## src/adc_port_pkg.sv

```systemverilog
package adc_port_pkg;
  // ----------------------------------------------------------------
  // Widths
  // ----------------------------------------------------------------
  localparam int RES_W  = 10;
  localparam int DATA_W = 8;
  localparam int SYNC_W = 13;

  // ----------------------------------------------------------------
  // Control byte fields
  // ----------------------------------------------------------------
  localparam int       CFG_ACQ_BIT   = 5;
  localparam int       CFG_CLK_LSB   = 6;
  localparam logic [1:0] CLK_MODE_EXT = 2'h3;
  localparam logic [7:0] CFG_RESET    = 8'hC0;

  // ----------------------------------------------------------------
  // Timing
  // ----------------------------------------------------------------
  localparam int REF_CLK_MHZ  = 125;
  localparam int INT_CLK_NS   = 250;
  localparam int INT_CLK_DIV  = (INT_CLK_NS * REF_CLK_MHZ) / 1000;
  localparam int ACQ_TICKS    = 3;
  localparam int CONV_TICKS   = 13;
  localparam int TICK_CNT_W   = 4;

  // ----------------------------------------------------------------
  // Sequencer states
  // ----------------------------------------------------------------
  typedef enum logic [1:0] {
    SEQ_IDLE    = 2'b00,
    SEQ_ACQ_INT = 2'b01,
    SEQ_ACQ_EXT = 2'b10,
    SEQ_CONV    = 2'b11
  } seq_state_e;
endpackage

```

## src/conv_seq_if.sv

```systemverilog
`timescale 1ns/1ps
interface conv_seq_if;
  logic                      tick;
  logic                      start_int;
  logic                      start_ext;
  logic                      start_conv;
  logic                      conv_done;
  logic                      acq_ext;
  logic                      busy;

  modport seq (input tick, input start_int, input start_ext, input start_conv,
               output conv_done, output acq_ext, output busy);
  modport ctl (output tick, output start_int, output start_ext, output start_conv,
               input conv_done, input acq_ext, input busy);
endinterface

```

## src/conv_sequencer.sv

```systemverilog
`timescale 1ns/1ps
module conv_sequencer
  import adc_port_pkg::*;
(
  input  wire logic ref_clk, // System clock
  input  wire logic reset,   // Synchronous reset
  conv_seq_if.seq   sq       // Control link
);
  import adc_port_pkg::*;

  seq_state_e                  state_q;
  seq_state_e                  state_d;
  logic [TICK_CNT_W-1:0]       cnt_q;
  logic [TICK_CNT_W-1:0]       cnt_d;
  logic                        last_acq;
  logic                        last_conv;

  // ----------------------------------------------------------------
  // Terminal counts
  // ----------------------------------------------------------------
  assign last_acq  = sq.tick && (cnt_q == TICK_CNT_W'(ACQ_TICKS - 1));
  assign last_conv = sq.tick && (cnt_q == TICK_CNT_W'(CONV_TICKS - 1));
  assign sq.conv_done = (state_q == SEQ_CONV) && last_conv && !sq.start_int && !sq.start_ext;
  assign sq.acq_ext   = (state_q == SEQ_ACQ_EXT);
  assign sq.busy      = (state_q != SEQ_IDLE);

  // Next state; a new start aborts whatever runs
  always_comb begin
    state_d = state_q;
    cnt_d   = cnt_q;
    if (sq.start_int) begin
      state_d = SEQ_ACQ_INT;
      cnt_d   = '0;
    end else if (sq.start_ext) begin
      state_d = SEQ_ACQ_EXT;
      cnt_d   = '0;
    end else if (sq.start_conv) begin
      state_d = SEQ_CONV;
      cnt_d   = '0;
    end else begin
      case (state_q)
        SEQ_ACQ_INT: begin
          if (last_acq) begin
            state_d = SEQ_CONV;
            cnt_d   = '0;
          end else if (sq.tick) begin
            cnt_d = cnt_q + TICK_CNT_W'(1);
          end
        end
        SEQ_CONV: begin
          if (last_conv) begin
            state_d = SEQ_IDLE;
            cnt_d   = '0;
          end else if (sq.tick) begin
            cnt_d = cnt_q + TICK_CNT_W'(1);
          end
        end
        SEQ_IDLE, SEQ_ACQ_EXT: begin
          cnt_d = '0;
        end
        default: begin
          state_d = SEQ_IDLE;
          cnt_d   = '0;
        end
      endcase
    end
  end

  // State register
  always_ff @(posedge ref_clk) begin
    if (reset) begin
      state_q <= SEQ_IDLE;
      cnt_q   <= '0;
    end else begin
      state_q <= state_d;
      cnt_q   <= cnt_d;
    end
  end

  // ----------------------------------------------------------------
  // Assertions
  // ----------------------------------------------------------------
  logic [4:0] ticks_in_conv_q;
  always_ff @(posedge ref_clk) begin
    if (reset || state_q != SEQ_CONV) begin
      ticks_in_conv_q <= '0;
    end else if (sq.tick) begin
      ticks_in_conv_q <= ticks_in_conv_q + 5'h01;
    end
  end

  property p_conv_len;
    @(posedge ref_clk) disable iff (reset)
      sq.conv_done |-> ticks_in_conv_q == 5'(CONV_TICKS - 1);
  endproperty
  a_conv_len: assert property (p_conv_len) else $error("conversion length wrong");

  property p_acq_len;
    @(posedge ref_clk) disable iff (reset)
      (state_q == SEQ_ACQ_INT && cnt_q == 4'h2 && sq.tick && !sq.start_int && !sq.start_ext && !sq.start_conv)
      |=> state_q == SEQ_CONV && cnt_q == 4'h0;
  endproperty
  a_acq_len: assert property (p_acq_len) else $error("internal acquisition not three ticks");

  c_conv_done: cover property (@(posedge ref_clk) disable iff (reset) sq.conv_done);
endmodule

```

## src/adc_host_port.sv

```systemverilog
`timescale 1ns/1ps
module adc_host_port
  import adc_port_pkg::*;
#(
  parameter int CLK_DIV = INT_CLK_DIV // Internal converter clock divider
)(
  input  wire logic                             ref_clk,          // System clock
  input  wire logic                             reset,            // Synchronous reset
  input  wire logic                             cs_n,             // Chip select, active low
  input  wire logic                             rd_n,             // Read strobe, active low
  input  wire logic                             wr_n,             // Write strobe, active low
  input  wire logic                             high_byte_select, // Upper result bits select
  input  wire logic                             conv_clk_pin,     // External converter clock
  input  wire logic [adc_port_pkg::DATA_W-1:0]  data_in,          // Data bus input
  output logic      [adc_port_pkg::DATA_W-1:0]  data_out,         // Data bus output
  output logic                                  data_oe,          // Data bus drive enable
  output logic                                  done_n_out,       // Done flag, active low
  output logic                                  done_oe,          // Done flag drive enable
  input  wire logic [adc_port_pkg::RES_W-1:0]   sample_in,        // Result from converter core
  output logic      [adc_port_pkg::DATA_W-1:0]  cfg_byte          // Current control byte
);
  import adc_port_pkg::*;

  conv_seq_if sq ();

  logic [SYNC_W-1:0]  meta_q;
  logic [SYNC_W-1:0]  sync_q;
  logic [4:0]         prev_q;
  logic               cs_s;
  logic               rd_s;
  logic               wr_s;
  logic               hbs_s;
  logic               clk_s;
  logic [DATA_W-1:0]  din_s;
  logic               sel;
  logic               rd_fall;
  logic               rd_rise;
  logic               wr_rise;
  logic               clk_fall;
  logic               new_acq;
  logic               int_clk_mode;
  logic [7:0]         div_q;
  logic               div_tick;
  logic [DATA_W-1:0]  cfg_q;
  logic [RES_W-1:0]   result_q;
  logic               reading_q;
  logic               done_n_q;
  logic [DATA_W-1:0]  byte_sel;

  // ----------------------------------------------------------------
  // Pin synchronisers and edge detection
  // ----------------------------------------------------------------
  always_ff @(posedge ref_clk) begin
    if (reset) begin
      meta_q <= {5'h1F, 8'h00};
      sync_q <= {5'h1F, 8'h00};
      prev_q <= 5'h1F;
    end else begin
      meta_q <= {cs_n, rd_n, wr_n, high_byte_select, conv_clk_pin, data_in};
      sync_q <= meta_q;
      prev_q <= sync_q[SYNC_W-1:DATA_W];
    end
  end

  assign {cs_s, rd_s, wr_s, hbs_s, clk_s, din_s} = sync_q;
  assign sel      = !cs_s;
  assign rd_fall  = sel && prev_q[3] && !rd_s;
  assign rd_rise  = !prev_q[3] && rd_s;
  assign wr_rise  = sel && !prev_q[2] && wr_s;
  assign clk_fall = prev_q[0] && !clk_s;

  // ----------------------------------------------------------------
  // Converter clock: pin falling edges or internal divider
  // ----------------------------------------------------------------
  assign int_clk_mode = cfg_q[CFG_CLK_LSB+1:CFG_CLK_LSB] != CLK_MODE_EXT;
  assign div_tick     = (div_q == 8'(CLK_DIV - 1));

  always_ff @(posedge ref_clk) begin
    if (reset || div_tick) begin
      div_q <= 8'h00;
    end else begin
      div_q <= div_q + 8'h01;
    end
  end

  assign sq.tick = int_clk_mode ? div_tick : clk_fall;

  // ----------------------------------------------------------------
  // Write decode
  // ----------------------------------------------------------------
  assign new_acq       = wr_rise && !(sq.acq_ext && !din_s[CFG_ACQ_BIT]);
  assign sq.start_int  = new_acq && !din_s[CFG_ACQ_BIT];
  assign sq.start_ext  = new_acq && din_s[CFG_ACQ_BIT];
  assign sq.start_conv = wr_rise && sq.acq_ext && !din_s[CFG_ACQ_BIT];

  // Control byte register
  always_ff @(posedge ref_clk) begin
    if (reset) begin
      cfg_q <= CFG_RESET;
    end else if (wr_rise) begin
      cfg_q <= din_s;
    end
  end

  conv_sequencer u_seq (
    .ref_clk (ref_clk),
    .reset   (reset),
    .sq      (sq)
  );

  // ----------------------------------------------------------------
  // Result, read window and done flag
  // ----------------------------------------------------------------
  always_ff @(posedge ref_clk) begin
    if (reset) begin
      result_q <= '0;
    end else if (sq.conv_done) begin
      result_q <= sample_in;
    end
  end

  // Read window opens on strobe fall, closes on rise or deselect
  always_ff @(posedge ref_clk) begin
    if (reset || !sel || rd_rise) begin
      reading_q <= 1'b0;
    end else if (rd_fall) begin
      reading_q <= 1'b1;
    end
  end

  // Done flag; completion wins over a same-cycle read clear, a write aborts it
  always_ff @(posedge ref_clk) begin
    if (reset) begin
      done_n_q <= 1'b1;
    end else if (sq.conv_done) begin
      done_n_q <= 1'b0;
    end else if (rd_fall || wr_rise) begin
      done_n_q <= 1'b1;
    end
  end

  // Byte multiplexer for the shared low lines
  assign byte_sel = hbs_s ? {6'h00, result_q[RES_W-1:DATA_W]} : result_q[DATA_W-1:0];

  always_ff @(posedge ref_clk) begin
    if (reset) begin
      data_out <= 8'h00;
    end else begin
      data_out <= byte_sel;
    end
  end

  // Drive enables collapse while deselected
  assign data_oe    = sel && reading_q;
  assign done_oe    = sel;
  assign done_n_out = done_n_q;
  assign cfg_byte   = cfg_q;

  // ----------------------------------------------------------------
  // Assertions
  // ----------------------------------------------------------------
  property p_tristate;
    @(posedge ref_clk) disable iff (reset)
      cs_s |-> !data_oe && !done_oe;
  endproperty
  a_tristate: assert property (p_tristate) else $error("outputs driven while deselected");

  property p_byte_mux;
    @(posedge ref_clk) disable iff (reset)
      ##1 (hbs_s && $stable(hbs_s) && $stable(result_q)) |->
        data_out == {6'h00, result_q[9:8]};
  endproperty
  a_byte_mux: assert property (p_byte_mux) else $error("high byte not on low lines");

  property p_low_byte;
    @(posedge ref_clk) disable iff (reset)
      ##1 (!hbs_s && $stable(hbs_s) && $stable(result_q)) |-> data_out == result_q[7:0];
  endproperty
  a_low_byte: assert property (p_low_byte) else $error("low byte wrong");

  property p_read_drive;
    @(posedge ref_clk) disable iff (reset)
      (rd_fall && !rd_rise) ##1 sel |-> data_oe;
  endproperty
  a_read_drive: assert property (p_read_drive) else $error("read did not drive bus");

  property p_done_set;
    @(posedge ref_clk) disable iff (reset)
      sq.conv_done |=> !done_n_q;
  endproperty
  a_done_set: assert property (p_done_set) else $error("done flag not set");

  property p_done_clear;
    @(posedge ref_clk) disable iff (reset)
      (!done_n_q && rd_fall && !sq.conv_done) |=> done_n_q;
  endproperty
  a_done_clear: assert property (p_done_clear) else $error("done flag not cleared by read");

  property p_cfg_capture;
    @(posedge ref_clk) disable iff (reset)
      wr_rise |=> cfg_q == $past(din_s);
  endproperty
  a_cfg_capture: assert property (p_cfg_capture) else $error("control byte not captured");

  property p_ext_to_conv;
    @(posedge ref_clk) disable iff (reset)
      (wr_rise && sq.acq_ext && !din_s[CFG_ACQ_BIT]) |=> sq.busy && !sq.acq_ext ##0 u_seq.state_q == SEQ_CONV;
  endproperty
  a_ext_to_conv: assert property (p_ext_to_conv) else $error("external acquisition not ended");

  property p_done_wr_clear;
    @(posedge ref_clk) disable iff (reset)
      (!done_n_q && wr_rise && !sq.conv_done) |=> done_n_q;
  endproperty
  a_done_wr_clear: assert property (p_done_wr_clear) else $error("done flag not cleared by write");

  // Only a finishing conversion may move the flag while deselected
  property p_ignore_deselect;
    @(posedge ref_clk) disable iff (reset)
      cs_s |=> $stable(cfg_q) && ((done_n_q == $past(done_n_q)) || $past(sq.conv_done));
  endproperty
  a_ignore_deselect: assert property (p_ignore_deselect) else $error("strobe acted while deselected");

  c_int_acq: cover property (@(posedge ref_clk) disable iff (reset) sq.start_int ##[1:600] sq.conv_done);
  c_ext_acq: cover property (@(posedge ref_clk) disable iff (reset) sq.start_ext ##[1:600] sq.start_conv);
  c_read_hi: cover property (@(posedge ref_clk) disable iff (reset) data_oe && hbs_s);
endmodule

```

## config.mk

```make
export PLATFORM = sky130hd
export DESIGN_NAME = adc_host_port
export DESIGN_NICKNAME = d
export VERILOG_FILES = /design/src/adc_port_pkg.sv /design/src/conv_seq_if.sv /design/src/conv_sequencer.sv /design/src/adc_host_port.sv
export SDC_FILE = /design/constraint.sdc
export NUM_CORES = 1
export LEC_CHECK = 0
export BUFFER_PORTS_ARGS = -buffer_cell sky130_fd_sc_hd__buf_2
export CAP_MARGIN = 20
export CORE_MARGIN = 2
export CORE_UTILIZATION = 51
export CTS_BUF_LIST = sky130_fd_sc_hd__clkbuf_2 sky130_fd_sc_hd__clkbuf_4 sky130_fd_sc_hd__clkbuf_8
export CTS_CLUSTER_SIZE = 25
export DETAILED_ROUTE_END_ITERATION = 8
export GPL_ROUTABILITY_DRIVEN = 0
export PLACE_DENSITY = 0.87
export SLEW_MARGIN = 25
export SYNTH_ARGS = -nofsm -noshare
export SYNTH_HDL_FRONTEND = slang
export SYNTH_SLANG_ARGS = --single-unit
```

## constraint.sdc

```tcl
create_clock -name ref_clk -period 1.9 [get_ports ref_clk]
set_input_delay 0.38 -clock ref_clk [delete_from_list [all_inputs] [get_ports ref_clk]]
set_output_delay 0.38 -clock ref_clk [all_outputs]
set_load 0.02 [all_outputs]
```

Word-level counts from Yosys, hierarchy flattened

Index checks and enable logic that the tools add are counted.

Mux-type cells: 14
Reduce and logical (&&, ||, !) cells: 41
Equal/unequal tests: 11
Add/sub/neg operators: 2

Operators with widths:

| kind                | number |
|---|---|
| $logic_and 1x1->1   | 18 |
| $mux 4              | 3 |
| $pmux 4 s3          | 1 |
| $mux 2              | 5 |
| $ne 5x2->1 const B  | 2 |
| $logic_not 1->1     | 9 |
| $add 8x1->8 const B | 1 |
| $eq 8x5->1 const B  | 1 |
| $ne 4x2->1 const B  | 2 |
| $reduce_and 3->1    | 2 |
| $reduce_or 2->1     | 3 |
| $reduce_bool 5->1   | 1 |
| $add 4x1->4 const B | 1 |
| $eq 2x2->1 const B  | 2 |
| $eq 4x2->1 const B  | 1 |
| $eq 4x4->1 const B  | 1 |
| $logic_or 1x1->1    | 4 |
| $mux 1              | 4 |
| $pmux 2 s2          | 1 |
| $reduce_bool 4->1   | 1 |
| $reduce_or 4->1     | 1 |
| $eq 2x1->1 const B  | 1 |
| $logic_not 2->1     | 1 |
| $ne 2x2->1 const B  | 1 |
| $reduce_bool 2->1   | 1 |

Bits in registers: 72
Logic and storage cells: 81
Input port bits: 25

Logic depth before layout (Yosys ltp)

Gate-level depths: netlist of the first run.

Word-level depth: 9
Depth in mapped cells: 7
Depth with buffers taken out: 6

Hierarchy

A second synthesis of the first run with hierarchy kept.

Cell total of the unflattened synthesis: 235
Area total of the unflattened synthesis: 2,491.1 µm²

By module, submodules not included:

| module         | cells each | area an instance (µm²) | instances |
|---|---|---|---|
| adc_host_port  | 195        | 2,144.6                | 1 |
| conv_sequencer | 40         | 346.6                  | 1 |

Least setup slack after synthesis of the first run

Ideal clock, no wire load.

Path kind: register to register
From: register div_q[0]
To: register u_seq.cnt_q[3]
Setup slack: 0.009 ns
Data arrival time: 1.821 ns
Period minus slack after synthesis: 1.891 ns
Cell stages (with the launch flop): 8
Library setup time: 0.070 ns
Required time: 1.830 ns
Path through: dfxtp_1 inv_1 ha_1 or4b_4 o31a_1 buf_6 or3_1 a21oi_1

Longest elaborated chain between the ends: 5
Elaborated cells between the ends (all ways): 8
Classes of those cells: eq/ne (1); mux (5); reduce/logical (2)

Ends and longest elaborated chain:

| element                              | RTL line                                   | text |
|---|---|---|
| start, declared                      | adc_host_port.sv:42                        | `logic [7:0] div_q;` |
| start signal, assigned               | adc_host_port.sv:82                        | `div_q <= div_q + 8'h01;` |
| $eq 8x5->1 *                         | adc_host_port.sv:76                        | `assign div_tick = (div_q == 8'(CLK_DIV - 1));` |
| $mux 1 *                             | adc_host_port.sv:86                        | `assign sq.tick = int_clk_mode ? div_tick : clk_fall;` |
| $mux 4, or another cell as far along | -                                          |  |
| $mux 4 (on tied branches)            | conv_sequencer.sv:51, conv_sequencer.sv:43 |  |
| $pmux 4 s3 *                         | conv_sequencer.sv:41                       | `case (state_q)` |
| end signal, assigned                 | conv_sequencer.sv:76                       | `cnt_q <= cnt_d;` |
| end, declared                        | conv_sequencer.sv:13                       | `logic [TICK_CNT_W-1:0] cnt_q;` |

Mark *: on every way between the ends. The rest lies on a longest branch, timed or not.
A chain may end at the register's enable or synchronous reset.

Final worst setup path of the first run

From: register div_q[0]
To: register u_seq.cnt_q[2]

The elaborated chain is that of the path after synthesis.

==> impl_metrics.csv, run 1 <==
group,metric,value,unit
run_status,status,"complete, but fails checks",
run_status,violations,"setup timing",
global_routing,grt_antenna_before_repair,0,
drt,antenna_left,0,
critical_path,ff2ff_path_depth,6,
drt,drt-initial-drc-count,52,
sta,hold_slack,0.220,ns
min_path,hold_path_depth,2,
min_path,hold-path-endpoint,"meta_q[11]",
run,drv_cap,0,
drt,drc,0,
layout,layout-drive-gt1-share,0.292,
synthesis,postSynthAreaPerCell,9.71,sq um
die,design.die.area,5410,sq um
critical_path,cp-end-kind,"flip-flop",
drt,first_pass_iters,4,
critical_path,critical_path.startpoint_type,"flip-flop",
place,dpl_worst_slack,-0.0580,ns
critical_path,critical_path_class,"reg -> reg",
critical_path,crit_slowest_cell,"or4_1",
synthesis,yosys.area_share.adder,0.0254,
synthesis,synth_compound_area_frac,0.0963,
layout,antenna_cells,0,
die,rows,25,
global_routing,first_global_vias,1834,
sta,hold_viol,0,
cts,cts_tree,"yes",
global_routing,grt_pass1_wl,7700,um
sta,drv_slew,0,
cts,cts.sinks,71,
global_routing,grt_overflow,0,
critical_path,r2r-start,"div_q[0]",
sta,finalCritPeriodShare,1.03,
sta,rsz0062_at_grt,"yes",
synthesis,syn-num-nets,284,
cts,root_buffer,"clkbuf_8",
layout,layout_commonest_cell,"dfxtp_1",
synthesis,synth_edf_count,0,
layout,final_cell_mix,"dfxtp_1, buf_2, a21oi_1",
synthesis,yosysSeqAreaShare,0.576,
pwr,static-leakage-power,1.26,nW
sta,relSlewSlack,0.599,
synthesis,synth.area.mux_share,0.00811,
sta,worstMarginPinSlew,0.594,ns
place,dp.cells,352,
cts,cts_buffers,9,
critical_path,cp_num_buf_inv,1,
critical_path,worst_r2r_endpoint,"u_seq.cnt_q[2]",
drt,vias,1893,
cts,cts.path.max_buffers,2,
die,die_x,73.6,um
synthesis,synth_simple_gate_area_frac,0.239,
die,num_io_pins,44,
synthesis,syn_inst,254,
pwr,irDropWorstVdd,570,uV
synthesis,synth_cell_type_count,35,
die,core_area,4690,sq um
pwr,p_per_area,943,nW/um^2
die,die_y,73.6,um
critical_path,critPathMaxStageDelay,0.49,ns
min_path,hold_class,"in -> reg",
synthesis,synth_xor_area_frac,0.0213,
sta,setup_viol,2,
global_routing,grt_max_degree,28,
drt,avgRoutedWirePerCell,12.9,um
synthesis,synth_seq_cells,71,
pwr,finalPower,2.88,mW
critical_path,path_cells,"inv_2 > ha_1 > or4b_4 > o31a_1 > or4_1 > a21oi_1",
critical_path,critical_path_required,2.17,ns
drt,vias_per_cell,5.13,
sta,post-route-min-period,1.96,ns
cts,clkTransAtPathRegs,0.07,ns
layout,area_delta_synth_final,23.8,%
synthesis,syn-cell-area,2470,sq um
synthesis,synthArstFlopShare,0,
sta,fmax,509,MHz
min_path,worstHoldStart,"rd_n",
layout,nets,341,
critical_path,crit_arrival,2.23,ns
sta,fin_ws,-0.0629,ns
critical_path,reg2reg_slack,-0.06,ns
place,hpwl,3210,um
cts,clk_latency,0.34,ns
synthesis,synth_top_family_by_area,"simple AND/OR/NAND/NOR gates",
place,io_buffers,43,
sta,skew,0.00555,ns
cts,htree_levels,3,
layout,finalNonFillerCells,369,
critical_path,cp_top_family,"simple AND/OR/NAND/NOR gates",
global_routing,grt_use_total,0.190,
die,initial_core_util,0.526,
drt,drt_wl_total,4770,um
critical_path,critPathMaxFanout,8,
synthesis,ys_warn_count,0,
synthesis,synth_ff_type,"dfxtp_1",
cells in the mapped netlist (all sizes together) (2+ instances only):
master	n	share of area
or2	12	0.030
clkbuf	10	0.015
xor2	5	0.018
buf	2	0.0066
o211ai	2	0.0061
nand2b	3	0.0076
inv	8	0.012
ha	5	0.025
and2	8	0.020
and3	2	0.0051
nand3	12	0.024
nand2	19	0.029
or3	2	0.0051
nor2	13	0.020
o21ai	17	0.034
dfxtp	71	0.58
mux2i	2	0.0081
nor2b	17	0.043
a21oi	21	0.043
nand4	10	0.025
worst register-to-register path, cell delays in order, from the launching register on:
cell	delay (ns)
dfxtp_2	0.32
inv_2	0.04
ha_1	0.12
or4b_4	0.46
o31a_1	0.35
or4_1	0.49
a21oi_1	0.12
worst max-delay path by stage:
stage / cells past startpoint / startpoint / slack [ns] / end
2_1_floorplan: 7 / div_q[0] / 0.009 / u_seq.cnt_q[3]
3_3_place_gp: 6 / div_q[0] / -0.001 / u_seq.cnt_q[2]
3_5_place_dp: 6 / div_q[0] / -0.06 / u_seq.cnt_q[2]
4_1_cts: 6 / div_q[0] / -0.07 / u_seq.cnt_q[2]
5_1_grt: 6 / div_q[0] / -0.11 / u_seq.cnt_q[2]
6_report: 6 / div_q[0] / -0.06 / u_seq.cnt_q[2]
sequential cells by signal, indices dropped and copies added, names as in the netlist:
| signal | cells |
|---|---|
| cfg_byte | 8 |
| u_seq.cnt_q | 4 |
| div_q | 8 |
| reading_q | 1 |
| result_q | 10 |
| sync_q | 13 |
| meta_q | 13 |
| done_n_out | 1 |
| data_out | 8 |
| u_seq.state_q | 2 |
| prev_q | 3 |
cell type report:
| type | instances | area (sq um) |
|---|---|---|
| inverter | 8 | 30.0 |
| clock buffer | 11 | 151 |
| timing repair buffer | 58 | 344 |
| fill | 361 | 1640 |
| clock inverter | 4 | 55.1 |
| sequential | 71 | 1420 |
| multi-input combinational | 163 | 985 |
| tap | 54 | 67.6 |
logic make-up after synthesis:
family          Yosys count
flops                    71
buf+inv                  20
xor+xnor                  6
compound gates           44
fa+ha+maj                 5
simple gates            106
mux                       2
stage by stage:
| step | setup TNS [ns] | instance area, sq um | utilization |
|---|---|---|---|
| 2_1_floorplan | 0 | 2470 | - |
| 3_3_place_gp | -0.00127 | 2810 | 0.598 |
| 3_5_place_dp | -0.0789 | 2810 | 0.598 |
| 4_1_cts | -0.0926 | 3010 | 0.642 |
| 5_1_grt | -0.377 | 3060 | 0.651 |
| 6_report | -0.0773 | 3060 | 0.651 |
per-layer routing:
metal / up-vias / GRT usage / share of wire
met5: - / 0 / 0
met4: 0 / 0.137 / 0.026
met3: 11 / 0.0466 / 0.061
met2: 60 / 0.313 / 0.49
met1: 852 / 0.211 / 0.42
li1: 970 / - / -
power breakdown:
| group | switching, mW | internal [mW] | total [mW] | leakage [nW] |
|---|---|---|---|---|
| Combinational | 0.0624 | 0.0684 | 0.131 | 0.578 |
| Clock | 0.536 | 0.675 | 1.21 | 0.102 |
| Sequential | 0.0152 | 1.52 | 1.54 | 0.579 |
| Total | 0.614 | 2.27 | 2.88 | 1.26 |
repair_timing:
action	CTS	global route
pin swaps	1	4
gates resized for setup	0	13
buffers inserted	0	1
endpoints found under the setup margin	2	15
cloned	0	1
hold buffers	0	0
No activity file was read; power rests on OpenSTA's default activity.
==> run 2, diff against run 1 <==
--- a/config.mk
+++ b/config.mk
@@ -9,10 +9,10 @@
 export CAP_MARGIN = 20
 export CORE_MARGIN = 2
-export CORE_UTILIZATION = 51
+export CORE_UTILIZATION = 60
 export CTS_BUF_LIST = sky130_fd_sc_hd__clkbuf_2 sky130_fd_sc_hd__clkbuf_4 sky130_fd_sc_hd__clkbuf_8
 export CTS_CLUSTER_SIZE = 25
 export DETAILED_ROUTE_END_ITERATION = 8
 export GPL_ROUTABILITY_DRIVEN = 0
-export PLACE_DENSITY = 0.87
+export PLACE_DENSITY = 0.95
 export SLEW_MARGIN = 25
 export SYNTH_ARGS = -nofsm -noshare
==> constraint.sdc (replaced) <==
create_clock -name ref_clk -period 2.49 [get_ports ref_clk]
set_input_delay 0.249 -clock ref_clk [delete_from_list [all_inputs] [get_ports ref_clk]]
set_output_delay 0.249 -clock ref_clk [all_outputs]
set_load 0.02 [all_outputs]
==> impl_metrics.csv, run 2 (synthesized netlist as in run 1, its figures left out) <==
group,metric,value,unit
run_status,status,"completed",
layout,fillers,276,
drt,first_pass_iters,4,
layout,final_core_util,0.745,
pwr,intPower,1.87,mW
sta,skew,0.0109,ns
die,num_io_pins,44,
pwr,power_frac_seq,0.500,
critical_path,worst_r2r_endpoint,"u_seq.cnt_q[2]",
sta,setup_viol,0,
critical_path,cp_num_buf_inv,1,
place,hpwl,3030,um
drt,vias,1887,
min_path,hold_class,"in -> reg",
pwr,irDropWorstVdd,769,uV
critical_path,ff2ff_path_depth,6,
drt,drt_wl_total,4430,um
sta,hold_slack,0.0790,ns
sta,finalCritPeriodShare,0.897,
place,dpl_worst_slack,0.280,ns
cts,cts.sinks,71,
layout,final_cell_mix,"dfxtp_1, buf_2, a21oi_1",
critical_path,critPathMaxStageDelay,0.55,ns
layout,design_area,2960,sq um
min_path,hold-path-endpoint,"meta_q[9]",
cts,htree_levels,3,
die,core_area,3970,sq um
global_routing,first_global_vias,1689,
cts,ctsResizeCount,0,
die,die_y,68.1,um
critical_path,cp-end-kind,"flip-flop",
cts,hold_buffers,0,
sta,hold_viol,0,
global_routing,grt_use_total,0.222,
global_routing,grt_antenna_before_repair,0,
pwr,clock_power_share,0.467,
place,post_dp_cell_area,2710,sq um
global_routing,grt_pass1_wl,7300,um
die,design.die.area,4640,sq um
sta,rsz0062_at_grt,"no",
critical_path,crit_arrival,2.51,ns
critical_path,cp_top_family,"simple AND/OR/NAND/NOR gates",
sta,tns,0,ns
cts,cts_tree,"yes",
critical_path,critical_path.startpoint_type,"flip-flop",
critical_path,path_cells,"inv_1 > ha_1 > or4b_4 > o31a_1 > or4_1 > a21oi_1",
pwr,static-leakage-power,1.21,nW
layout,reg_top3,"meta_q x13, sync_q x13, result_q x10",
critical_path,critPathMaxFanout,21,
place,io_buffers,43,
pwr,p_per_area,795,nW/um^2
cts,cts_buffers,9,
die,die_x,68.1,um
sta,worstMarginPinSlew,0.716,ns
critical_path,r2r-start,"div_q[0]",
cts,cts.path.max_buffers,2,
sta,post-route-min-period,2.23,ns
pwr,pwr-share-comb,0.033,
layout,nets,329,
sta,fin_ws,0.255,ns
cts,clk_latency,0.34,ns
sta,drv_slew,0,
die,rows,23,
layout,layout_commonest_cell,"dfxtp_1",
layout,area_delta_synth_final,19.9,%
critical_path,crit_slowest_cell,"or4_1",
sta,relSlewSlack,0.516,
layout,antenna_cells,0,
pwr,netSwitchingPower,0.481,mW
layout,layout-drive-gt1-share,0.250,
die,initial_core_util,0.621,
cts,clkTransAtPathRegs,0.08,ns
cts,root_buffer,"clkbuf_8",
drt,drc,0,
run,drv_cap,0,
min_path,worstHoldStart,"high_byte_select",
global_routing,grt_max_degree,35,
drt,avgRoutedWirePerCell,12.5,um
critical_path,critical_path_class,"reg -> reg",
cts,postCtsSetupRepairBufs,0,
layout,seqCellArea,1420,sq um
global_routing,grt_overflow,0,
drt,antenna_left,0,
sta,fmax,447,MHz
drt,vias_per_cell,5.33,
min_path,hold_path_depth,2,
critical_path,critical_path_required,2.76,ns
pwr,switching_share,0.205,
critical_path,reg2reg_slack,0.26,ns
layout,multiInputGateArea,962,sq um
drt,drt-initial-drc-count,124,
run 2: cell count changes in the layout (fill, tap and decap cells not counted), sizes merged:
cell	change
buf	-12
bufinv	+2
clkbuf	-2
inv	+1
run 2: power by group through the flow:
stage | clock (mW) | sequential (mW) | combinational (mW)
floorplan | 0 | 1.20 | 0.0502
detailed placement | 0 | 1.20 | 0.0782
finish | 1.10 | 1.18 | 0.0780
CTS | 1.12 | 1.18 | 0.0788
global placement | 0 | 1.20 | 0.0744
global route | 1.17 | 1.18 | 0.0874
run 2: worst max-delay path by stage:
stage                     startpoint  depth (start not counted)        endpoint
after global placement      div_q[0]                          6  u_seq.cnt_q[2]
final                       div_q[0]                          6  u_seq.cnt_q[2]
after global routing        div_q[0]                          6  u_seq.cnt_q[2]
after detailed placement    div_q[0]                          6  u_seq.cnt_q[2]
after floorplan             div_q[0]                          7  u_seq.cnt_q[3]
after CTS                   div_q[0]                          6  u_seq.cnt_q[2]
run 2: final cells by class:
| cell class | instances | area share |
|---|---|---|
| inverter | 8 | 0.0102 |
| tap | 50 | 0.0212 |
| sequential | 71 | 0.481 |
| timing repair buffer | 46 | 0.0804 |
| clock inverter | 7 | 0.0406 |
| clock buffer | 9 | 0.0419 |
| multi-input combinational | 163 | 0.325 |
run 2: worst reg2reg max path, stage by stage, from the launching register on:
cell     delay, ns
dfxtp_1       0.36
inv_1         0.08
ha_1          0.13
or4b_4        0.47
o31a_1        0.46
or4_1         0.55
a21oi_1       0.13
run 2: layer usage:
layer	vias to the layer above	share of wire	global-route usage
met5	-	0	0
met4	0	0.019	0.120
met3	12	0.080	0.100
met2	73	0.50	0.370
met1	861	0.41	0.234
li1	941	-	-
run 2: stage by stage:
stage	total power [mW]	std cells
2_1_floorplan	1.25	254
3_3_place_gp	1.27	338
3_5_place_dp	1.28	338
4_1_cts	2.37	354
5_1_grt	2.43	354
6_report	2.35	354
==> run 3, diff against run 2 <==
- CORE_MARGIN: 2 -> unset
==> impl_metrics.csv, run 3 (synthesized netlist as in run 1, its figures left out) <==
group,metric,value,unit
global_routing,first_global_vias,1816,
global_routing,grt_use_total,0.241,
die,rows,22,
critical_path,reg2reg_slack,0.32,ns
cts,hold_buffers,0,
sta,post-route-min-period,2.17,ns
global_routing,grt_antenna_before_repair,0,
drt,vias,1887,
critical_path,cp_top_family,"compound AO/OA/AOI/OAI gates",
sta,hold_viol,0,
layout,area_delta_synth_final,18.0,%
pwr,irDropWorstVdd,502,uV
global_routing,grt_max_degree,51,
layout,layout-drive-gt1-share,0.252,
critical_path,critical_path.startpoint_type,"flip-flop",
layout,layout_commonest_cell,"dfxtp_1",
critical_path,path_cells,"ha_1 > or4b_4 > o31a_1 > buf_4 > o211ai_1 > a21oi_1",
sta,rsz0062_at_grt,"no",
critical_path,critical_path_class,"reg -> reg",
drt,drt_wl_total,4530,um
cts,root_buffer,"clkbuf_8",
critical_path,worst_r2r_endpoint,"u_seq.cnt_q[3]",
cts,htree_levels,3,
critical_path,cp-end-kind,"flip-flop",
sta,fin_ws,0.316,ns
cts,cts.path.max_buffers,2,
sta,setup_viol,0,
critical_path,cp_num_buf_inv,1,
sta,tns,0,ns
sta,fmax,460,MHz
sta,drv_slew,0,
layout,nets,331,
run,drv_cap,0,
critical_path,critical_path_required,2.69,ns
global_routing,grt_overflow,0,
critical_path,worst-path-stages,6,
cts,postCtsSetupRepairBufs,0,
critical_path,crit_slowest_cell,"or4b_4",
min_path,hold_path_depth,2,
sta,hold_slack,0.0939,ns
sta,relSlewSlack,0.571,
cts,cts_tree,"yes",
place,dpl_worst_slack,0.341,ns
cts,cts.sinks,71,
critical_path,critPathMaxStageDelay,0.46,ns
die,num_io_pins,44,
min_path,worstHoldStart,"cs_n",
cts,cts_buffers,9,
place,io_buffers,43,
layout,antenna_cells,0,
pwr,finalPower,2.12,mW
place,dp.cells,338,
drt,vias_per_cell,5.35,
min_path,hold-path-endpoint,"meta_q[12]",
cts,ctsResizeCount,0,
drt,avgRoutedWirePerCell,12.8,um
critical_path,r2r-start,"div_q[1]",
die,die_x,66.1,um
critical_path,ff2ff_path_depth,6,
pwr,p_per_area,727,nW/um^2
die,design.die.area,4370,sq um
die,core_area,3800,sq um
global_routing,grt_pass1_wl,7780,um
sta,worstMarginPinSlew,0.634,ns
run_status,status,"completed",
drt,drc,0,
critical_path,critPathMaxFanout,13,
critical_path,crit_arrival,2.38,ns
cts,clk_latency,0.33,ns
min_path,hold_class,"in -> reg",
layout,final_cell_mix,"dfxtp_1, buf_2, a21oi_1",
layout,design_area,2910,sq um
drt,antenna_left,0,
drt,drt-initial-drc-count,102,
place,hpwl,3040,um
pwr,static-leakage-power,1.20,nW
cts,clkTransAtPathRegs,0.07,ns
layout,reg_top3,"meta_q x13, sync_q x13, result_q x10",
sta,finalCritPeriodShare,0.873,
sta,skew,0.00885,ns
die,die_y,66.1,um
place,post_dp_cell_area,2730,sq um
die,initial_core_util,0.650,
drt,first_pass_iters,4,
layout,finalNonFillerCells,353,
layout,final_core_util,0.766,
run 3: cell count changes in the layout (fill, tap and decap cells not counted):
cell       previous run  this run
clkinv_2              1         3
clkinv_4              1         0
bufinv_16             3         1
buf_4                 3         5
run 3: power breakdown:
part,internal (mW),switching (mW)
logic,0.0397,0.0391
clock network,0.455,0.406
registers,1.16,0.0145
total,1.66,0.459
run 3: layout make-up:
cell class | instances | area (sq um)
sequential | 71 | 1420
multi-input combinational | 163 | 962
fill | 267 | 887
timing repair buffer | 48 | 253
clock buffer | 9 | 124
clock inverter | 6 | 61.3
tap | 48 | 60.1
inverter | 8 | 30.0
run 3: worst max-delay path by stage:
| stage | startpoint | to | slack, ns |
|---|---|---|---|
| after detailed placement | div_q[1] | u_seq.cnt_q[2] | 0.34 |
| after CTS | div_q[1] | u_seq.cnt_q[3] | 0.33 |
| after global routing | div_q[1] | u_seq.cnt_q[2] | 0.19 |
| after global placement | div_q[0] | u_seq.cnt_q[3] | 0.41 |
| after floorplan | div_q[0] | u_seq.cnt_q[3] | 0.60 |
| final | div_q[1] | u_seq.cnt_q[3] | 0.32 |
run 3: routing by layer:
metal,global-route usage,wire [um]
met1,0.258,1810
met3,0.0793,173
met2,0.427,2490
met4,0.109,63
met5,0,0
run 3: worst register-to-register path, stage by stage (launching register included):
cell and delay (ns):
dfxtp_1 0.40, ha_1 0.16, or4b_4 0.46, o31a_1 0.40
buf_4 0.23, o211ai_1 0.33, a21oi_1 0.07
